$ cat src/inc/sio_pkg.sv
// package: function codes, widths and reset values for safety io assignment
package sio_pkg;

    // ------------------------------------------------------------
    // sizes
    // ------------------------------------------------------------
    localparam int unsigned NUM_IN   = 4;
    localparam int unsigned NUM_OUT  = 4;
    localparam int unsigned CODE_W   = 5;
    localparam int unsigned NUM_CMD  = 11;
    localparam int unsigned NUM_STAT = 14;

    // ------------------------------------------------------------
    // input function codes
    // ------------------------------------------------------------
    localparam logic [4:0] IN_TORQUE_OFF     = 5'h01;
    localparam logic [4:0] IN_SPEED_LIMIT_4  = 5'h08;
    localparam logic [4:0] IN_FORWARD_INHIB  = 5'h09;
    localparam logic [4:0] IN_REVERSE_INHIB  = 5'h0a;
    localparam logic [4:0] IN_ACKNOWLEDGE    = 5'h0b;

    // ------------------------------------------------------------
    // output function codes
    // ------------------------------------------------------------
    localparam logic [4:0] OUT_FIRST         = 5'h01;
    localparam logic [4:0] OUT_LAST          = 5'h0e;

    // ------------------------------------------------------------
    // reset values
    // ------------------------------------------------------------
    localparam logic [10:0] CMD_RESET        = 11'h000;
    localparam logic [3:0]  OUT_RESET        = 4'h0;
    localparam logic [1:0]  SYNC_RESET       = 2'h3;

    // trigger modes
    typedef enum logic {
        SIO_MODE_LOCAL = 1'b0,
        SIO_MODE_BUS   = 1'b1
    } sio_mode_t;

endpackage : sio_pkg

$ cat src/sio_assign.sv
// safety digital input and output function assignment
`timescale 1ns/1ps

module sio_assign
(
    input  wire logic                                  clock,
    input  wire logic                                  rst_n,
    input  wire sio_pkg::sio_mode_t                    trigger_mode,
    input  wire logic [sio_pkg::NUM_IN-1:0]            safety_input,
    input  wire logic [sio_pkg::NUM_IN*sio_pkg::CODE_W-1:0]  in_code,
    input  wire logic [sio_pkg::NUM_OUT*sio_pkg::CODE_W-1:0] out_code,
    input  wire logic [sio_pkg::NUM_STAT-1:0]          function_state,
    output logic [sio_pkg::NUM_CMD-1:0]                command_request,
    output logic [sio_pkg::NUM_OUT-1:0]                safety_output,
    output logic                                       diag_enable
);
    import sio_pkg::*;

    // ------------------------------------------------------------
    // input synchronisers
    // ------------------------------------------------------------
    logic [NUM_IN-1:0] in_sync;

    genvar gi;
    generate
        for (gi = 0; gi < NUM_IN; gi++)
        begin : g_sync
            sio_sync u_sync
            (
                .clock    (clock),
                .rst_n    (rst_n),
                .pin_in   (safety_input[gi]),
                .pin_sync (in_sync[gi])
            );
        end
    endgenerate

    // ------------------------------------------------------------
    // command decode
    // ------------------------------------------------------------
    // each input raises at most one bit of its own request vector
    logic [NUM_CMD-1:0] in_req [NUM_IN];

    generate
        for (gi = 0; gi < NUM_IN; gi++)
        begin : g_in_dec
            always_comb
            begin
                logic [CODE_W-1:0] code;
                logic [3:0]        slot;
                logic              req;
                code       = in_code[gi*CODE_W +: CODE_W];
                slot       = 4'(code - IN_TORQUE_OFF);
                req        = 1'b0;
                in_req[gi] = CMD_RESET;
                if (code >= IN_TORQUE_OFF && code <= IN_SPEED_LIMIT_4)
                    req = ~in_sync[gi];
                else if (code == IN_FORWARD_INHIB)
                    req = ~in_sync[gi];
                else if (code == IN_REVERSE_INHIB)
                    req = ~in_sync[gi];
                else if (code == IN_ACKNOWLEDGE)
                    req = in_sync[gi];
                else
                    req = 1'b0;
                if (code >= IN_TORQUE_OFF && code <= IN_ACKNOWLEDGE)
                    in_req[gi][slot] = req;
            end
        end
    endgenerate

    // ------------------------------------------------------------
    // command merge
    // ------------------------------------------------------------
    logic [NUM_CMD-1:0] req_any;
    logic               torque_off;
    logic               brake_control;
    logic               stop_type_one;
    logic               stop_type_two;
    logic               speed_limit_one;
    logic               speed_limit_two;
    logic               speed_limit_three;
    logic               speed_limit_four;
    logic               forward_direction_inhibit;
    logic               reverse_direction_inhibit;
    logic               fault_acknowledge;

    // several inputs on one code combine: any request wins
    always_comb
    begin
        req_any = CMD_RESET;
        for (int i = 0; i < NUM_IN; i++)
            req_any = req_any | in_req[i];
    end

    // one name per command, code 11 first down to code 01
    assign {fault_acknowledge,
            reverse_direction_inhibit,
            forward_direction_inhibit,
            speed_limit_four,
            speed_limit_three,
            speed_limit_two,
            speed_limit_one,
            stop_type_two,
            stop_type_one,
            brake_control,
            torque_off} = req_any;

    // ------------------------------------------------------------
    // command register
    // ------------------------------------------------------------
    // command_request bit k-1 is the request for input code k, active high
    logic [NUM_CMD-1:0] cmd_reg;
    logic [NUM_CMD-1:0] cmd_next;

    always_comb
    begin
        cmd_next = {fault_acknowledge,
                    reverse_direction_inhibit,
                    forward_direction_inhibit,
                    speed_limit_four,
                    speed_limit_three,
                    speed_limit_two,
                    speed_limit_one,
                    stop_type_two,
                    stop_type_one,
                    brake_control,
                    torque_off};
        // bus mode drops every local request before it is registered
        if (trigger_mode != SIO_MODE_LOCAL)
            cmd_next = CMD_RESET;
    end

    always_ff @(posedge clock)
    begin
        if (!rst_n)
            cmd_reg <= CMD_RESET;
        else
            cmd_reg <= cmd_next;
    end

    assign command_request = cmd_reg;

    // ------------------------------------------------------------
    // output decode
    // ------------------------------------------------------------
    // function_state bit k-1 is the state for output code k; the
    // meaning of each level per code is produced upstream
    logic               out_sel [NUM_OUT];
    logic [NUM_OUT-1:0] out_reg;
    logic [NUM_OUT-1:0] out_next;

    generate
        for (gi = 0; gi < NUM_OUT; gi++)
        begin : g_out_dec
            always_comb
            begin
                logic [CODE_W-1:0] ocode;
                logic [3:0]        slot;
                ocode = out_code[gi*CODE_W +: CODE_W];
                slot  = 4'(ocode - OUT_FIRST);
                if (ocode >= OUT_FIRST && ocode <= OUT_LAST)
                    out_sel[gi] = function_state[slot];
                else
                    out_sel[gi] = 1'b0;
            end
        end
    endgenerate

    always_comb
    begin
        out_next = OUT_RESET;
        for (int j = 0; j < NUM_OUT; j++)
            out_next[j] = out_sel[j];
        if (trigger_mode != SIO_MODE_LOCAL)
            out_next = OUT_RESET;
    end

    // outputs registered: one cycle latency buys glitch-free pins
    always_ff @(posedge clock)
    begin
        if (!rst_n)
            out_reg <= OUT_RESET;
        else
            out_reg <= out_next;
    end

    assign safety_output = out_reg;

    // ------------------------------------------------------------
    // diagnosis gate
    // ------------------------------------------------------------
    // low through reset, so no circuit test starts before the mode
    // has been sampled once
    logic               diag_reg;
    logic               diag_next;

    always_comb
    begin
        diag_next = (trigger_mode == SIO_MODE_LOCAL);
    end

    always_ff @(posedge clock)
    begin
        if (!rst_n)
            diag_reg <= 1'b0;
        else
            diag_reg <= diag_next;
    end

    assign diag_enable = diag_reg;

endmodule : sio_assign

$ cat src/sio_sync.sv
// two-flop synchroniser for one pin
`timescale 1ns/1ps

module sio_sync
(
    input  wire logic clock,
    input  wire logic rst_n,
    input  wire logic pin_in,
    output logic      pin_sync
);
    import sio_pkg::*;

    logic [1:0] stage_reg;
    logic [1:0] stage_next;

    always_comb
    begin
        stage_next = {stage_reg[0], pin_in};
    end

    // resets high: an idle input reads as deselected for low-active codes
    always_ff @(posedge clock)
    begin
        if (!rst_n)
            stage_reg <= SYNC_RESET;
        else
            stage_reg <= stage_next;
    end

    assign pin_sync = stage_reg[1];

endmodule : sio_sync
$ cat config.mk
export PLATFORM = sky130hd
export DESIGN_NAME = sio_assign
export DESIGN_NICKNAME = d
export VERILOG_FILES = /design/src/inc/sio_pkg.sv /design/src/sio_assign.sv /design/src/sio_sync.sv
export SDC_FILE = /design/constraint.sdc
export NUM_CORES = 1
export LEC_CHECK = 0
export BUFFER_PORTS_ARGS = -buffer_cell sky130_fd_sc_hd__buf_2
export CELL_PAD_IN_SITES_DETAIL_PLACEMENT = 1
export CELL_PAD_IN_SITES_GLOBAL_PLACEMENT = 2
export CORE_UTILIZATION = 30
export DETAILED_ROUTE_END_ITERATION = 12
export PLACE_DENSITY_LB_ADDON = 0.1
export SYNTH_ARGS = -nofsm -noshare
export SYNTH_HDL_FRONTEND = slang
export SYNTH_SLANG_ARGS = --single-unit
$ cat constraint.sdc
create_clock -name clock -period 3.35 [get_ports clock]
set_clock_uncertainty 0.15 [all_clocks]
set_input_delay 0.335 -clock clock [delete_from_list [all_inputs] [get_ports clock]]
set_output_delay 0.335 -clock clock [all_outputs]
set_load 0.03 [all_outputs]
==> metrics.txt <==
status=finished clean; Placed Instances=between 300 and 400; Reg power frac=a little over two fifths; Synth area leader=dfxtp_1; area grow syn2layout=26.2%; number of global-route vias before repair=between 1500 and 2000; flip-flop count of the largest register after layout=11; core area=5990 um2; Yosys top cell area share=between 20% and 30%; crit path kind=in2reg; Clock transition at path regs=approximately 100 ps; gr usage total=between 10% and 20%; internal power=a little under 0.5 mW; # diodes=0; post-synth cell types=between 40 and 50; pin count of the biggest net entering global routing=20; EDFF count, synth=0; Root Driver=clkbuf_8; WL final=5540 um; Finished Layout Cells=around 350; initial DRC count=a little under 90; total negative setup slack=0 ps; floorplan row count=28; I/O pin count=77; die area=approximately 6600 um2; nets=351; post-CTS sizing=0; peak per-stage delay on the critical path=370 ps; critical path's slowest cell=ha_1; Min-Delay Path Class=in2reg; final hold vios=0; worst slew pin tran=~800 ps; syn_nets=276; routed len/inst=15.7 um; fin. max-slew vios=0; routed via count=1846; Yosys reg bits=24; total CTS buffers=3; final critical-path required period=1850 ps; gr ovfl total=0; Hold-fix buffers, CTS=0; IO Port Bufs=between 70 and 80; H-tree depth reported by CTS=1; Longest Clk Path Bufs=2; Critical Path AT=~1900 ps; layout cells sized above 1=34.7%; clock share of power=between 20 and 30%; drt first pass iters=4; critical path launch point type=primary input; Clock Latency Late Sink=between 200 and 300 ps; Final GP Congestion=around 0.75; Yosys Warn Count=0; Die Ht=roughly 80 um; asr flop ratio synth=0%; top cells by area, synth=dfxtp_1 25%, mux4_2 9.5%, ha_1 7.9%; hpwl dp=4470 um; remaining routing DRC violations=0; fill count=742; # Post-CTS Setup Buffers=0; CP cell instances=buf_2 > inv_1 > ha_1 > mux4_2 > nor2b_4 > a2111oi_4 > nor3_1; Synth Area per Inst=between 9 and 10 um2; Buf/Inv on CP=2; Power Dens Cells=296 nW/um2; Initial Utilization=31.5%; setup violators final=0; unrepaired setup endpoints after global routing=no; Sw Share=between 30% and 40%; top cells by count, synth=24 x dfxtp_1, 18 x nand2_1, 12 x ha_1, 11 x a31oi_1, 10 x inv_1; count leader, synth=dfxtp_1; Switch Pwr=between 0.2 and 0.25 mW; TritonCTS clock tree=yes; global-route wire length before repair=approximately 8800 um; maximum clock frequency=542 MHz; Leak=~1 nW; CTS Sinks=24; post-synthesis sequential area ratio=approximately a quarter; WP data required=3360 ps; max-cap violation count=0; crit-path max FO=9; worst slew margin relative to its limit=between 40% and 50%; DRT antenna net count=0; Synth Cell Area=1890 um2; Top Family by Delay on Critical Path=adder cells; Avg Vias per Cell=approximately 5.2; Max VDD drop=between 0.1 and 0.15 mV; Worst setup EP type=flop; ys flop type=dfxtp_1; initial antenna violation count=0; Logic pwr share=between 20% and 30%; Die W=between 80 and 90 um; Syn Inst Count=between 200 and 250; Tcrit/Tclk final=a little under three fifths; total power=between 0.7 and 0.8 mW
-- final cells by class --
class / count / area (um2) / share of cell area (%)
Sequential cell: 24 / 480 / 20.1
Tap cell: 75 / 93.8 / 3.93
Clock buffer: 4 / 55.1 / 2.31
Multi-Input combinational cell: 163 / 1340 / 56.1
Timing Repair Buffer: 76 / 380 / 15.9
Inverter: 10 / 37.5 / 1.57
-- power groups by stage --
stage / combinational [mW] / clock [mW] / sequential (mW)
6_report: 0.204 / 0.206 / 0.296
2_1_floorplan: 0.115 / 0 / 0.309
3_5_place_dp: 0.204 / 0 / 0.303
4_1_cts: 0.205 / 0.215 / 0.296
5_1_grt: 0.225 / 0.226 / 0.297
3_3_place_gp: 0.201 / 0 / 0.303
-- through the flow --
| stage | utilization (%) | hold slack (ps) | cell area, um2 | setup slack, ps |
|---|---|---|---|---|
| 3_5_place_dp | 38.9 | 244 | 2330 | 1200 |
| 3_3_place_gp | 38.9 | 240 | 2330 | 1250 |
| 6_report | 39.8 | 79.9 | 2380 | 1500 |
| 5_1_grt | 39.8 | 72.6 | 2380 | 1410 |
| 2_1_floorplan | - | 236 | 1890 | 1440 |
| 4_1_cts | 39.8 | 73.6 | 2380 | 1510 |
-- routing by layer --
layer / global-route usage (%) / share of wire [%] / vias to the layer above
li1: - / - / 935
met1: 24.8 / 50 / 861
met2: 28.2 / 45 / 45
met3: 2.92 / 4.0 / 5
met4: 3.75 / 0.74 / 0
met5: 0 / 0 / -
-- placed cells by master, fill, tap and decap left out, types with 2 or more instances in the layout --
cell / synthesis / routed
a2111oi_0: 2 / 2
a211oi_1: 3 / 3
a21oi_1: 5 / 5
a22oi_1: 8 / 8
a311oi_1: 2 / 2
a31o_2: 2 / 2
a31oi_1: 11 / 11
a32oi_1: 2 / 2
buf_2: 3 / 76
clkbuf_8: 0 / 4
dfxtp_1: 24 / 24
ha_1: 12 / 12
inv_1: 10 / 10
mux2_2: 3 / 3
mux2i_1: 7 / 7
mux4_2: 8 / 8
nand2_1: 18 / 18
nand2b_1: 9 / 9
nand3_1: 4 / 4
nand4_1: 2 / 2
nand4b_1: 2 / 2
nor2_1: 7 / 7
nor2b_1: 9 / 9
nor3_1: 8 / 8
nor3b_1: 4 / 4
nor4_1: 6 / 6
nor4b_1: 6 / 6
nor4bb_1: 2 / 2
o21ai_0: 2 / 2
xnor2_1: 3 / 3
xor2_1: 3 / 3
-- path summary, 6_finish.rpt --
path | to | startpoint | cells after the start | slack, ps
worst min-delay path | g_sync[2].u_sync.stage_reg[0] | safety_input[2] | 2 | 80
worst max-delay path | safety_output[3] | out_code[15] | 7 | 1500
worst min register to register | g_sync[0].u_sync.stage_reg[1] | g_sync[0].u_sync.stage_reg[0] | 1 | 270
worst max register to register | command_request[3] | g_sync[1].u_sync.stage_reg[1] | 3 | 1670
-- cell families (layout without fill, tap and decap cells) --
kind of cell	after synthesis	after routing	share of synthesized area, %
buf+inv	16	90	3.77
fa+ha+maj	12	12	7.95
simple gates	81	81	25.0
flops	24	24	25.4
compound gates	44	44	17.8
xor+xnor	7	7	3.64
mux	19	19	16.4
Power figures use the tool's default switching activity.
